## src/pgr_pkg.sv

```systemverilog
/*
 Package for the parameter guard and restart limit block: register map,
 field layouts, reset values and limit constants.
 Assumes a 32-bit APB bus with word-aligned registers.
*/
package pgr_pkg;
    localparam int unsigned PGR_AW = 8;
    // Register byte offsets
    localparam logic [7:0] PGR_OFS_CMD     = 8'h00;
    localparam logic [7:0] PGR_OFS_WDATA   = 8'h04;
    localparam logic [7:0] PGR_OFS_RESULT  = 8'h08;
    localparam logic [7:0] PGR_OFS_RDATA   = 8'h0c;
    localparam logic [7:0] PGR_OFS_STATUS  = 8'h10;
    localparam logic [7:0] PGR_OFS_IRQ_ST  = 8'h14;
    localparam logic [7:0] PGR_OFS_IRQ_MSK = 8'h18;
    localparam logic [7:0] PGR_OFS_CONTROL = 8'h1c;
    localparam logic [7:0] PGR_OFS_RESTART = 8'h20;
    localparam logic [7:0] PGR_OFS_BUSADDR = 8'h24;

    localparam int unsigned PGR_NPARAM = 8;
    localparam int unsigned PGR_IDX_W  = 3;

    // Command word fields
    localparam int unsigned CMD_IDX_LSB = 0;
    localparam int unsigned CMD_OP_LSB  = 4;
    localparam int unsigned CMD_PC_BIT  = 8;
    localparam int unsigned CMD_LVL_LSB = 12;
    localparam logic [3:0] OP_READ      = 4'h0;
    localparam logic [3:0] OP_WRITE     = 4'h1;
    localparam logic [3:0] OP_SET_LO    = 4'h2;
    localparam logic [3:0] OP_SET_HI    = 4'h3;
    localparam logic [3:0] OP_RELEASE   = 4'h4;

    // Result codes
    localparam logic [3:0] RES_OK       = 4'h0;
    localparam logic [3:0] RES_LEVEL    = 4'h1;
    localparam logic [3:0] RES_RANGE    = 4'h2;
    localparam logic [3:0] RES_PATH     = 4'h3;
    localparam logic [3:0] RES_FIXED    = 4'h4;
    localparam logic [3:0] RES_RUNNING  = 4'h5;
    localparam logic [3:0] RES_BADOP    = 4'h6;

    localparam logic [1:0] LVL_INTEGRATOR = 2'h1;
    localparam logic [1:0] LVL_EXPERT     = 2'h2;

    localparam logic [7:0] ERR_NONE      = 8'h00;
    localparam logic [7:0] ERR_BUSADDR   = 8'h12;
    localparam logic [7:0] ERR_UNRELEASE = 8'h3c;

    localparam logic [8:0] BUSADDR_OFF   = 9'h1ff;
    localparam logic [8:0] BUSADDR_MAX   = 9'h0fe;
    localparam logic [2:0] RESTART_MAX   = 3'h5;

    // Interrupt status bits
    localparam int unsigned IRQ_F60    = 0;
    localparam int unsigned IRQ_F18    = 1;
    localparam int unsigned IRQ_LOCK   = 2;
    localparam int unsigned IRQ_REJECT = 3;
    localparam int unsigned IRQ_BUSMSG = 4;
    localparam int unsigned IRQ_W      = 5;

    typedef enum logic [1:0] {
        PGR_W1  = 2'h0,
        PGR_W8  = 2'h1,
        PGR_W16 = 2'h2
    } pgr_width_t;
endpackage

```

## src/pgr_param_guard.sv

```systemverilog
/*
 Parameter guard and restart limits: parameter table with access levels and
 limits, unreleased change watch, bus address check, restart counters.
 Assumes an APB master on pclk and sequence events already synchronous to pclk.
*/
// How it works
// - Parameters are one bit, one byte or sixteen bits; single bits have no limits.
// - A change is refused unless the requester holds the parameter's access level.
// - A value outside the current lower and upper limits is rejected.
// - Limits change only at level 2 and only over the PC path.
// - Every variable limit must stay inside fixed outer limits.
// - Parameters locked during operation change only while waiting for heat request.
// - In automatic mode an unreleased change causes interlock with error F 60.
// - Integrator level or higher may release directly while staying in automatic.
// - Bus address accepts off or an integer from 0 to 254.
// - Invalid bus address in parameter mode only raises an error message.
// - Left arrow on operating or error display presents the current bus address; here only operating_display gates show_bus_address.
// - Restart limit is 0 to 5; a failed final restart locks out non-volatile; here presetn clears lock as well as unlock_event.
// - Anti-oscillation counter clears on entering operation or on unlock.
// - A separate 0 to 5 limit bounds restarts after no flame at start-up.
// - Restart and anti-oscillation counters reset on operation or unlock.
`timescale 1ns/1ps
module pgr_param_guard #(
    parameter int unsigned NPARAM = pgr_pkg::PGR_NPARAM
) (
    input  wire logic                     pclk,
    input  wire logic                     presetn,
    input  wire logic                     psel,
    input  wire logic                     penable,
    input  wire logic                     pwrite,
    input  wire logic [pgr_pkg::PGR_AW-1:0] paddr,
    input  wire logic [31:0]              pwdata,
    output logic      [31:0]              prdata,
    output logic                          pready,
    output logic                          pslverr,
    input  wire logic                     auto_mode_pin,
    input  wire logic                     left_arrow_pin,
    input  wire logic                     state_waiting_heat,
    input  wire logic                     state_operating,
    input  wire logic                     unlock_event,
    input  wire logic                     restart_request,
    input  wire logic                     restart_startup_noflame,
    input  wire logic                     manual_run_done,
    input  wire logic                     operating_display,
    input  wire logic                     bus_module_max_valid,
    output logic                          malfunction_interlock,
    output logic                          restart_initiate,
    output logic                          lockout,
    output logic      [7:0]               error_code,
    output logic                          show_bus_address,
    output logic                          irq
);
    import pgr_pkg::*;

    // The command index field is three bits wide, so more than eight entries cannot be reached
    if (NPARAM < 4 || NPARAM > 8) begin : g_nparam_check
        $error("NPARAM must be 4..8");
    end

    // Fixed per-parameter attributes: width, level, locked in operation, fixed bounds
    function automatic pgr_width_t pwidth(input logic [2:0] i);
        return (i == 3'h0) ? PGR_W1 : (i[0] ? PGR_W16 : PGR_W8);
    endfunction
    function automatic logic [15:0] fixed_hi(input logic [2:0] i);
        return (pwidth(i) == PGR_W16) ? 16'hffff : 16'h00ff;
    endfunction
    function automatic logic [1:0] plevel(input logic [2:0] i);
        return (i == 3'h0) ? LVL_INTEGRATOR : 2'h0;
    endfunction
    function automatic logic locked_in_op(input logic [2:0] i);
        return i[1];
    endfunction

    typedef struct packed {
        logic [NPARAM-1:0][15:0] val;
        logic [NPARAM-1:0][15:0] lo;
        logic [NPARAM-1:0][15:0] hi;
        logic [NPARAM-1:0][15:0] rel;
        logic [31:0]             wdata;
        logic [3:0]              result;
        logic [15:0]             rdata;
        logic [1:0]              level;
        logic [8:0]              busaddr;
        logic [2:0]              lim_all;
        logic [2:0]              lim_start;
        logic [2:0]              cnt_all;
        logic [2:0]              cnt_start;
        logic                    lock;
        logic                    f60;
        logic                    f18;
        logic                    busmsg;
        logic [IRQ_W-1:0]        ist;
        logic [IRQ_W-1:0]        imsk;
        logic [1:0]              auto_s;
        logic [1:0]              arrow_s;
        logic                    restart_o;
        logic [31:0]             prdata;
        logic                    pready;
        logic                    pslverr;
        logic                    irq;
        logic                    show;
        logic [7:0]              err;
    } pgr_state_t;

    pgr_state_t st_r;
    pgr_state_t st_nxt;

    logic        wr_acc;
    logic        rd_acc;
    logic [2:0]  cidx;
    logic [3:0]  cop;
    logic        cpc;
    logic [1:0]  clvl;
    logic [15:0] cval;
    logic        auto_m;
    logic        mapped;
    logic        addr_bad;
    logic [IRQ_W-1:0] ev;
    logic        limit_hit;

    always_comb begin
        st_nxt   = st_r;
        wr_acc   = psel && penable && pwrite && !st_r.pready;
        rd_acc   = psel && penable && !pwrite && !st_r.pready;
        cidx     = pwdata[CMD_IDX_LSB +: 3];
        cop      = pwdata[CMD_OP_LSB +: 4];
        cpc      = pwdata[CMD_PC_BIT];
        clvl     = pwdata[CMD_LVL_LSB +: 2];
        cval     = st_r.wdata[15:0];
        auto_m   = st_r.auto_s[1];
        ev       = '0;
        mapped   = paddr[1:0] == 2'h0 && paddr <= PGR_OFS_BUSADDR;
        // Pin synchronisers
        st_nxt.auto_s  = {st_r.auto_s[0], auto_mode_pin};
        st_nxt.arrow_s = {st_r.arrow_s[0], left_arrow_pin};
        st_nxt.restart_o = 1'b0;

        // Unreleased change watch
        if (auto_m && !st_r.f60 && st_r.val != st_r.rel) begin
            st_nxt.f60 = 1'b1;
            ev[IRQ_F60] = 1'b1;
        end
        if (!auto_m && manual_run_done) begin
            st_nxt.rel = st_r.val;
            st_nxt.f60 = 1'b0;
        end

        // Bus address validity
        addr_bad = st_r.busaddr != BUSADDR_OFF &&
                   (st_r.busaddr > BUSADDR_MAX || !bus_module_max_valid);
        if (addr_bad && auto_m && !st_r.f18) begin
            st_nxt.f18 = 1'b1;
            st_nxt.restart_o = 1'b1;
            ev[IRQ_F18] = 1'b1;
        end
        // Own latch in parameter mode, so a later switch to automatic still restarts
        if (addr_bad && !auto_m && !st_r.busmsg) begin
            st_nxt.busmsg = 1'b1;
            ev[IRQ_BUSMSG] = 1'b1;
        end
        if (!addr_bad) begin
            st_nxt.f18    = 1'b0;
            st_nxt.busmsg = 1'b0;
        end
        st_nxt.show = st_r.arrow_s[1] && operating_display;

        // Restart counting
        limit_hit = 1'b0;
        if (restart_request && !st_r.lock) begin
            if (st_r.cnt_all >= st_r.lim_all) begin
                limit_hit = 1'b1;
            end else if (restart_startup_noflame && st_r.cnt_start >= st_r.lim_start) begin
                limit_hit = 1'b1;
            end else begin
                st_nxt.cnt_all = st_r.cnt_all + 3'h1;
                st_nxt.restart_o = 1'b1;
                if (restart_startup_noflame) begin
                    st_nxt.cnt_start = st_r.cnt_start + 3'h1;
                end
            end
        end
        if (unlock_event) begin
            st_nxt.lock = 1'b0;
        end
        // A limit hit in the unlock cycle still locks: the set wins
        if (limit_hit) begin
            st_nxt.lock = 1'b1;
            ev[IRQ_LOCK] = 1'b1;
        end
        if (state_operating || unlock_event) begin
            st_nxt.cnt_all   = '0;
            st_nxt.cnt_start = '0;
        end

        // APB slave, single wait state
        st_nxt.pready  = psel && penable && !st_r.pready;
        st_nxt.pslverr = psel && penable && !st_r.pready && !mapped;
        if (rd_acc) begin
            unique case (paddr)
                PGR_OFS_WDATA:   st_nxt.prdata = st_r.wdata;
                PGR_OFS_RESULT:  st_nxt.prdata = {28'h0000000, st_r.result};
                PGR_OFS_RDATA:   st_nxt.prdata = {16'h0000, st_r.rdata};
                PGR_OFS_STATUS:  st_nxt.prdata = {20'h00000, st_r.err, st_r.lock, st_r.f18, st_r.f60, auto_m};
                PGR_OFS_IRQ_ST:  st_nxt.prdata = {27'h0000000, st_r.ist};
                PGR_OFS_IRQ_MSK: st_nxt.prdata = {27'h0000000, st_r.imsk};
                PGR_OFS_CONTROL: st_nxt.prdata = {30'h00000000, st_r.level};
                PGR_OFS_RESTART: st_nxt.prdata = {20'h00000, st_r.cnt_start, st_r.cnt_all,
                                                  st_r.lim_start, st_r.lim_all};
                PGR_OFS_BUSADDR: st_nxt.prdata = {23'h000000, st_r.busaddr};
                default:         st_nxt.prdata = 32'h00000000;
            endcase
        end
        if (wr_acc) begin
            unique case (paddr)
                PGR_OFS_WDATA:   st_nxt.wdata = pwdata;
                PGR_OFS_IRQ_MSK: st_nxt.imsk = pwdata[IRQ_W-1:0];
                PGR_OFS_CONTROL: st_nxt.level = pwdata[1:0];
                PGR_OFS_RESTART: begin
                    if (pwdata[2:0] <= RESTART_MAX && pwdata[5:3] <= RESTART_MAX) begin
                        st_nxt.lim_all   = pwdata[2:0];
                        st_nxt.lim_start = pwdata[5:3];
                    end
                end
                PGR_OFS_BUSADDR: st_nxt.busaddr = pwdata[8:0];
                PGR_OFS_CMD: begin
                    st_nxt.result = RES_OK;
                    if (32'(cidx) >= NPARAM) begin
                        st_nxt.result = RES_BADOP;
                    end else if (cop == OP_READ) begin
                        st_nxt.rdata = st_r.val[cidx];
                    end else if (cop == OP_RELEASE) begin
                        if (clvl >= LVL_INTEGRATOR && st_r.level >= LVL_INTEGRATOR) begin
                            st_nxt.rel = st_r.val;
                            st_nxt.f60 = 1'b0;
                        end else begin
                            st_nxt.result = RES_LEVEL;
                        end
                    end else if (clvl < plevel(cidx) || clvl > st_r.level) begin
                        st_nxt.result = RES_LEVEL;
                    end else if (cop == OP_WRITE) begin
                        if (locked_in_op(cidx) && !state_waiting_heat) begin
                            st_nxt.result = RES_RUNNING;
                        end else if (pwidth(cidx) == PGR_W1) begin
                            if (cval > 16'h0001) st_nxt.result = RES_RANGE;
                            else st_nxt.val[cidx] = cval;
                        end else if (cval < st_r.lo[cidx] || cval > st_r.hi[cidx]) begin
                            st_nxt.result = RES_RANGE;
                        end else begin
                            st_nxt.val[cidx] = cval;
                        end
                    end else if (cop == OP_SET_LO || cop == OP_SET_HI) begin
                        if (clvl != LVL_EXPERT || !cpc || pwidth(cidx) == PGR_W1) begin
                            st_nxt.result = RES_PATH;
                        end else if (cval > fixed_hi(cidx) ||
                                     (cop == OP_SET_LO && cval > st_r.hi[cidx]) ||
                                     (cop == OP_SET_HI && cval < st_r.lo[cidx])) begin
                            st_nxt.result = RES_FIXED;
                        end else if (cop == OP_SET_LO) begin
                            st_nxt.lo[cidx] = cval;
                        end else begin
                            st_nxt.hi[cidx] = cval;
                        end
                    end else begin
                        st_nxt.result = RES_BADOP;
                    end
                    if (st_nxt.result != RES_OK) ev[IRQ_REJECT] = 1'b1;
                end
                default: ;
            endcase
        end
        // Sticky status: write one clears, a new event wins
        if (wr_acc && paddr == PGR_OFS_IRQ_ST) begin
            st_nxt.ist = st_r.ist & ~pwdata[IRQ_W-1:0];
        end
        st_nxt.ist = st_nxt.ist | ev;
        st_nxt.irq = |(st_nxt.ist & st_nxt.imsk);
        st_nxt.err = st_nxt.f60 ? ERR_UNRELEASE : ((st_nxt.f18 || st_nxt.busmsg) ? ERR_BUSADDR : ERR_NONE);
    end

    always_ff @(posedge pclk or negedge presetn) begin
        if (!presetn) begin
            st_r           <= '0;
            for (int i = 0; i < NPARAM; i++) begin
                st_r.hi[i] <= 16'h00ff;
            end
            st_r.busaddr   <= BUSADDR_OFF;
            st_r.lim_all   <= RESTART_MAX;
            st_r.lim_start <= RESTART_MAX;
        end else begin
            st_r <= st_nxt;
        end
    end

    assign prdata                = st_r.prdata;
    assign pready                = st_r.pready;
    assign pslverr               = st_r.pslverr;
    assign malfunction_interlock = st_r.f60;
    assign restart_initiate      = st_r.restart_o;
    assign lockout               = st_r.lock;
    assign error_code            = st_r.err;
    assign show_bus_address      = st_r.show;
    assign irq                   = st_r.irq;

    a_f60_entry: assert property (@(posedge pclk) disable iff (!presetn)
        (st_r.auto_s[1] && !st_r.f60 && st_r.val != st_r.rel) |=> (malfunction_interlock && error_code == ERR_UNRELEASE))
        else $error("unreleased change did not interlock");
    a_lock_limit: assert property (@(posedge pclk) disable iff (!presetn)
        (restart_request && !lockout && st_r.cnt_all >= st_r.lim_all) |=> lockout)
        else $error("overall limit did not lock");
    a_count_clear: assert property (@(posedge pclk) disable iff (!presetn)
        (state_operating || unlock_event) |=> (st_r.cnt_all == 3'h0 && st_r.cnt_start == 3'h0))
        else $error("counters not cleared");
    a_count_bound: assert property (@(posedge pclk) disable iff (!presetn)
        st_r.cnt_all <= RESTART_MAX && st_r.lim_all <= RESTART_MAX)
        else $error("restart count beyond range");
    a_start_bound: assert property (@(posedge pclk) disable iff (!presetn)
        st_r.cnt_start <= st_r.cnt_all || $past(state_operating))
        else $error("start-up count exceeds overall");
    a_limits_fixed: assert property (@(posedge pclk) disable iff (!presetn)
        wr_acc && paddr == PGR_OFS_CMD && cop == OP_SET_HI && cval > fixed_hi(cidx) |=> st_r.result != RES_OK)
        else $error("fixed bound not enforced");
    a_range_held: assert property (@(posedge pclk) disable iff (!presetn)
        wr_acc && paddr == PGR_OFS_CMD && cop == OP_WRITE && cidx != 3'h0 && 32'(cidx) < NPARAM
        && (cval > st_r.hi[cidx] || cval < st_r.lo[cidx]) |=> $stable(st_r.val))
        else $error("out of range value taken");
    a_apb_ready: assert property (@(posedge pclk) disable iff (!presetn)
        (psel && penable && !pready) |=> pready ##1 !pready)
        else $error("apb answer not one cycle");
    a_busaddr_restart: assert property (@(posedge pclk) disable iff (!presetn)
        (addr_bad && st_r.auto_s[1] && !st_r.f18) |=> (restart_initiate && st_r.f18))
        else $error("bad bus address in automatic mode did not restart");
    a_busaddr_message: assert property (@(posedge pclk) disable iff (!presetn)
        (addr_bad && !st_r.auto_s[1] && !st_r.busmsg) |=> st_r.ist[IRQ_BUSMSG])
        else $error("bad bus address in parameter mode gave no message");
endmodule

```

## config.mk

```make
export PLATFORM = sky130hd
export DESIGN_NAME = pgr_param_guard
export DESIGN_NICKNAME = d
export VERILOG_FILES = /design/src/pgr_pkg.sv /design/src/pgr_param_guard.sv
export SDC_FILE = /design/constraint.sdc
export NUM_CORES = 1
export LEC_CHECK = 0
export BUFFER_PORTS_ARGS = -buffer_cell sky130_fd_sc_hd__buf_2
export CORE_AREA = 5 5 352 354
export CTS_CLUSTER_DIAMETER = 100
export CTS_CLUSTER_SIZE = 20
export DETAILED_ROUTE_END_ITERATION = 10
export DIE_AREA = 0 0 357 359
export GPL_ROUTABILITY_DRIVEN = 0
export GPL_TIMING_DRIVEN = 0
export MAX_ROUTING_LAYER = met4
export PLACE_DENSITY_LB_ADDON = 0.1
export SYNTH_ARGS = -nofsm -noshare
export SYNTH_HDL_FRONTEND = slang
export SYNTH_SLANG_ARGS = --single-unit
```

## constraint.sdc

```tcl
create_clock -name pclk -period 5.34 [get_ports pclk]
set_input_delay 0.267 -clock pclk [delete_from_list [all_inputs] [get_ports pclk]]
set_output_delay 0.267 -clock pclk [all_outputs]
set_load 0.005 [all_outputs]
```

# Word level (Yosys, flattened, before mapping)
# Index checks and enable logic that the tools add are counted.
# totals
input_bits	55
output_inout_bits	47
register_bits	648
word_cells	257
# op_classes
mux	81
add_sub_neg	2
n_eq_ne	22
bitwise	12
magnitude_cmp	16
reduce_logical	68
# ops
op	n
$mux W128	8
$bwmux W128	3
$pmux W32 S9	1
$mux W197	1
$bmux W16 S3	3
$ne A128 B128 Y1	1
$mux W16	6
$mux W20	3
$demux W16 S3	1
$mux W6	7
$eq A8 B5 Y1 const B	4
$gt A16 B16 Y1	2
$mux W32	1
$mux W4	7
$logic_and A1 B1 Y1	26
$mux W1	26
$mux W5	4
$reduce_and A10 Y1	2
$eq A8 B4 Y1 const B	2
$eq A8 B6 Y1 const B	2
$gt A16 B1 Y1 const B	1
$lt A16 B16 Y1	1
$mux W2	6
$logic_not A1 Y1	11
other kinds (37)	72

# Logic depth before layout (Yosys ltp)
# logic_depth
depth_word	23
mapped_depth	19

# Least setup slack after synthesis
# No wires, ideal clock.
# synth_path
path_kind	input port to flip-flop
start	input port pwdata[2]
end	register st_r[623] (netlist bit)
t_arrival_ns	4.376
path_stages	17
path_slack_ns	0.838
setup_time_ns	0.125
path_buffers	5
cell_sequence	buf_4 > inv_1 > clkbuf_1 > nor3_2 > clkbuf_1 > clkbuf_1 > a22oi_1 > and3_1 > ha_1 > nand2_1 > a2111oi_1 > o21ai_0 > o21ai_1 > a31oi_4 > nor4b_4 > buf_8 > mux2_4
# synth_via
elab_chain_len	7
# synth_lines
item	line_no	source
from (decl)	pgr_param_guard.sv:32	input wire logic [31:0] pwdata,
parallel branches: the longest is 7 deep, another holds $lt A16 B16 Y1	-	
to (signal assigned)	pgr_param_guard.sv:290	st_r <= st_nxt;
to (decl)	pgr_param_guard.sv:105	pgr_state_t st_r;
# Several ways; the timed one is not identified. The select of a mux whose other input is x is not followed.
# A chain may end at the register's enable or synchronous reset.

# Final worst setup path
# layout_path
start	input port pwdata[2]
end	register st_r[376] (netlist bit)
# layout_via
elab_chain_len	9
# layout_lines
item	line_no	source
$logic_not A3 Y1	pgr_param_guard.sv:62, pgr_param_guard.sv:68	
$mux W2	pgr_param_guard.sv:62	return (i == 3'h0) ? PGR_W1 : (i[0] ? PGR_W16 : PGR_W8);
$eq A2 B2 Y1	pgr_param_guard.sv:65	return (pwidth(i) == PGR_W16) ? 16'hffff : 16'h00ff;
$mux W16	pgr_param_guard.sv:65	
$gt A16 B16 Y1	pgr_param_guard.sv:254	end else if (cval > fixed_hi(cidx) ||
$logic_or A1 B1 Y1	pgr_param_guard.sv:254	
$logic_or A1 B1 Y1	pgr_param_guard.sv:255	(cop == OP_SET_LO && cval > st_r.hi[cidx]) ||
$not A1 Y1 (no source line)	-	
$reduce_and A10 Y1 (no source line)	-	
# Several ways; a longest one is shown, not always the timed one. The select of a mux whose other input is x is not followed.

==> metrics <==
final WL 117 mm; Async SR Flop Fraction 100%; WHS 0.0706 ns; FILL cells 12400; RSZ-0062 raised after global routing false; ranking of synthesized cells by area dfrtp_1 48%, mux2_2 18%, dfstp_2 6.8%, xnor2_1 3.3%, a22oi_1 2.9%; worst skew pair latency 0.64 ns; Clock Pin Slew Worst Setup and Hold Paths 0.09 ns; drc violations 0; Core Box Area 121000 um^2; Reg2Reg Launch Point st_r[383]$_DFFE_PN1P_; met1 Track Usage GR 25.7%; layout cell share with drive strength beyond 1 36.5%; fmax 191 MHz; cell mode on critical path buf_4; number of flops mapped to enable cells by yosys 0; router iterations before antenna repair 6; Nets 2594; dpl hpwl 83.1 mm; P per Cell Area 256 nW/um^2; Placement Setup Slack -3.09 ns; Layout Skew 0.0431 ns; GRT met2 Usage 30.0%; GR peak layer met2; Starting Density 24.7%; Synth Area per Inst 13.1 um^2; die width 357 um; crit path capture type flip-flop; CTS sink count 643; Overflow after GRT 0; CP cell instances buf_2 -> buf_4 -> inv_1 -> clkbuf_2 -> nor3_4 -> clkbuf_2 -> buf_4 -> a22oi_1 -> and3_1 -> ha_1 -> nand2_1 -> a2111oi_2 -> o21ai_0 -> o211ai_1 -> buf_4 -> nand3_4 -> nor3_4 -> buf_4 -> mux2_2; Yosys reg bits 643; gr usage total 18.6%; HP Class input port to flip-flop; initial drt markers 1374; Slowest cell on crit path a2111oi_2; worst hold start restart_request; max incr delay on CP 0.57 ns; CTS Buf Count 40; Vias/cell 4.84; final setup TNS 0 ns; most common cell after layout, fill and taps aside dfrtp_1; synth unique cells 83; Mapped Cells 2276; num rows 128; vias in the first global route 21300; post-route cell area 34600 um^2; Req. time, crit path 5.84 ns; status completed; final hold vios 0; GRT met3 Usage 1.90%; actual slew at the worst max-slew pin 1.25 ns; crit start category input port; io pins 102; worst setup margin 0.0961 ns; YS warnings 0; maxcap violations 0; vias 20100; top-area cell type share of the netlist area 47.5%; largest net degree at the start of global routing 112; Cells after DPL 4011; top_reg_cell synth dfrtp_1; Die H 359 um; final setup fails 0; DR WL/cell 28.2 um; Max clock buf depth 3; Area growth syn-to-layout 16.1%; critical path launch point pwdata[2]; Final period util 98.2%; Synth Cell Area 29800 um^2; die area 128000 um^2; CTS H-Tree Depth 2; register area share after synthesis 54.3%; Leakage 0.0159 uW; clock root buffer clkbuf_16; dpl cell area 32600 um^2; critical-path maximum fanout 10; first-pass GRT wire length 167 mm; initial antenna violation count 9; Final Max Slew Viols 0; commonest cells after routing, fill and taps aside 566 x dfrtp_1, 475 x mux2_2, 116 x a22oi_1, 114 x clkbuf_1, 111 x xnor2_1; final worst path period need 5.24 ns; Routed Antenna Nets 0; port bufs 97; final cell count without fillers 4149; WS Path Type input port to flip-flop; relative slew slack 16.5%; post-synth top area cell dfrtp_1; CP arrival 5.74 ns; CTS tree done; peak supply drop 196 uV; r2r setup slk 1.07 ns
[final cells by class]
class / count / area (um^2) / share of cell area (%)
Timing Repair Buffer: 173 / 1330 / 3.85
Antenna cell: 3 / 7.51 / 0.0217
Clock buffer: 62 / 1110 / 3.22
Multi-Input combinational cell: 1392 / 12500 / 36.2
Clock inverter: 11 / 115 / 0.333
Inverter: 30 / 113 / 0.326
Sequential cell: 643 / 16200 / 46.8
Tap cell: 1625 / 2030 / 5.88
Buffer: 210 / 1170 / 3.38
[path summary, 6_finish.rpt]
kind | endpoint | depth (start not counted)
setup / recovery | st_r[376]$_DFFE_PN0P_ | 19
hold / removal | st_r[56]$_DFF_PN0_ | 3
setup reg to reg | st_r[611]$_DFFE_PN0P_ | 14
hold reg to reg | st_r[46]$_DFF_PN0_ | 0
max in group asynchronous | st_r[424]$_DFFE_PN0P_ | 5
min in group asynchronous | st_r[262]$_DFF_PN0_ | 2
[what timing repair did]
item	4_1_cts	5_1_grt
hold buffers	37	0
hold endpoints to repair	115	0
cloned	0	0
buffers inserted	21	7
pin swaps	12	4
gates resized for setup	70	10
setup endpoints to repair	340	271
[per-layer routing]
metal  wire [um]  vias to the layer above
met5           0                        -
met4        1990                        0
met3        4410                       81
met2       55600                      388
met1       55200                    10900
li1            -                     8741
[registers in the layout, summed over array words and instances, names as in the netlist]
| register | cells |
|---|---|
| show_bus_address | 1 |
| irq | 1 |
| pslverr | 1 |
| st_nxt | 2 |
| restart_initiate | 1 |
| auto_m | 1 |
| prdata | 32 |
| cval | 16 |
| st_r | 583 |
| error_code | 3 |
| lockout | 1 |
| pready | 1 |
[synth_stat cells, types with 10 or more instances]
cell      number
a21o_1        20
a21oi_1       20
a221oi_1      36
a222oi_1      25
a22o_1        47
a22oi_1      116
a31oi_1       21
and2_1        21
and3_1        25
buf_2         16
buf_4         56
clkbuf_1     127
dfrtp_1      566
dfstp_2       77
ha_1          49
inv_1         30
mux2_1        28
mux2_2       475
mux2_4        10
nand2_1       74
nand3_1       14
nand4_1       43
nor2_1        48
nor2b_1       12
nor4_1        15
o21ai_0       31
xnor2_1      111
xor2_1        11
[worst max-delay path: cells and delay by family]
kind | cells | cell delay [ns]
buffers and inverters | 8 | 2.21
AOI/OAI and AO/OA | 4 | 1.28
and+or+nand+nor | 5 | 1.26
muxes | 1 | 0.36
adders and majority gates | 1 | 0.30
[stage by stage]
stage          total power (uW)  utilization, %
2_1_floorplan              5200               -
3_3_place_gp               5530            26.8
3_5_place_dp               5550            27.0
4_1_cts                    9010            28.6
5_1_grt                    9200            28.6
6_report                   8850            28.6
[report_power, final]
group,internal [uW],switching (uW)
logic,165,391
registers,4900,29.4
clock network,1520,1840
total,6580,2260
[logic make-up (layout without fill, tap and decap cells)]
logic type / count (synthesis) / count (layout) / synth area share, %
compound gates: 373 / 373 / 9.66
xor+xnor: 122 / 122 / 3.59
fa+ha+maj: 49 / 49 / 2.06
buf+inv: 243 / 486 / 4.05
flops: 643 / 643 / 54.3
mux: 520 / 520 / 19.8
other cells: 1 / 6 / 0.0126
simple gates: 325 / 325 / 6.54
Note: power is estimated with default switching activity, not from simulation.
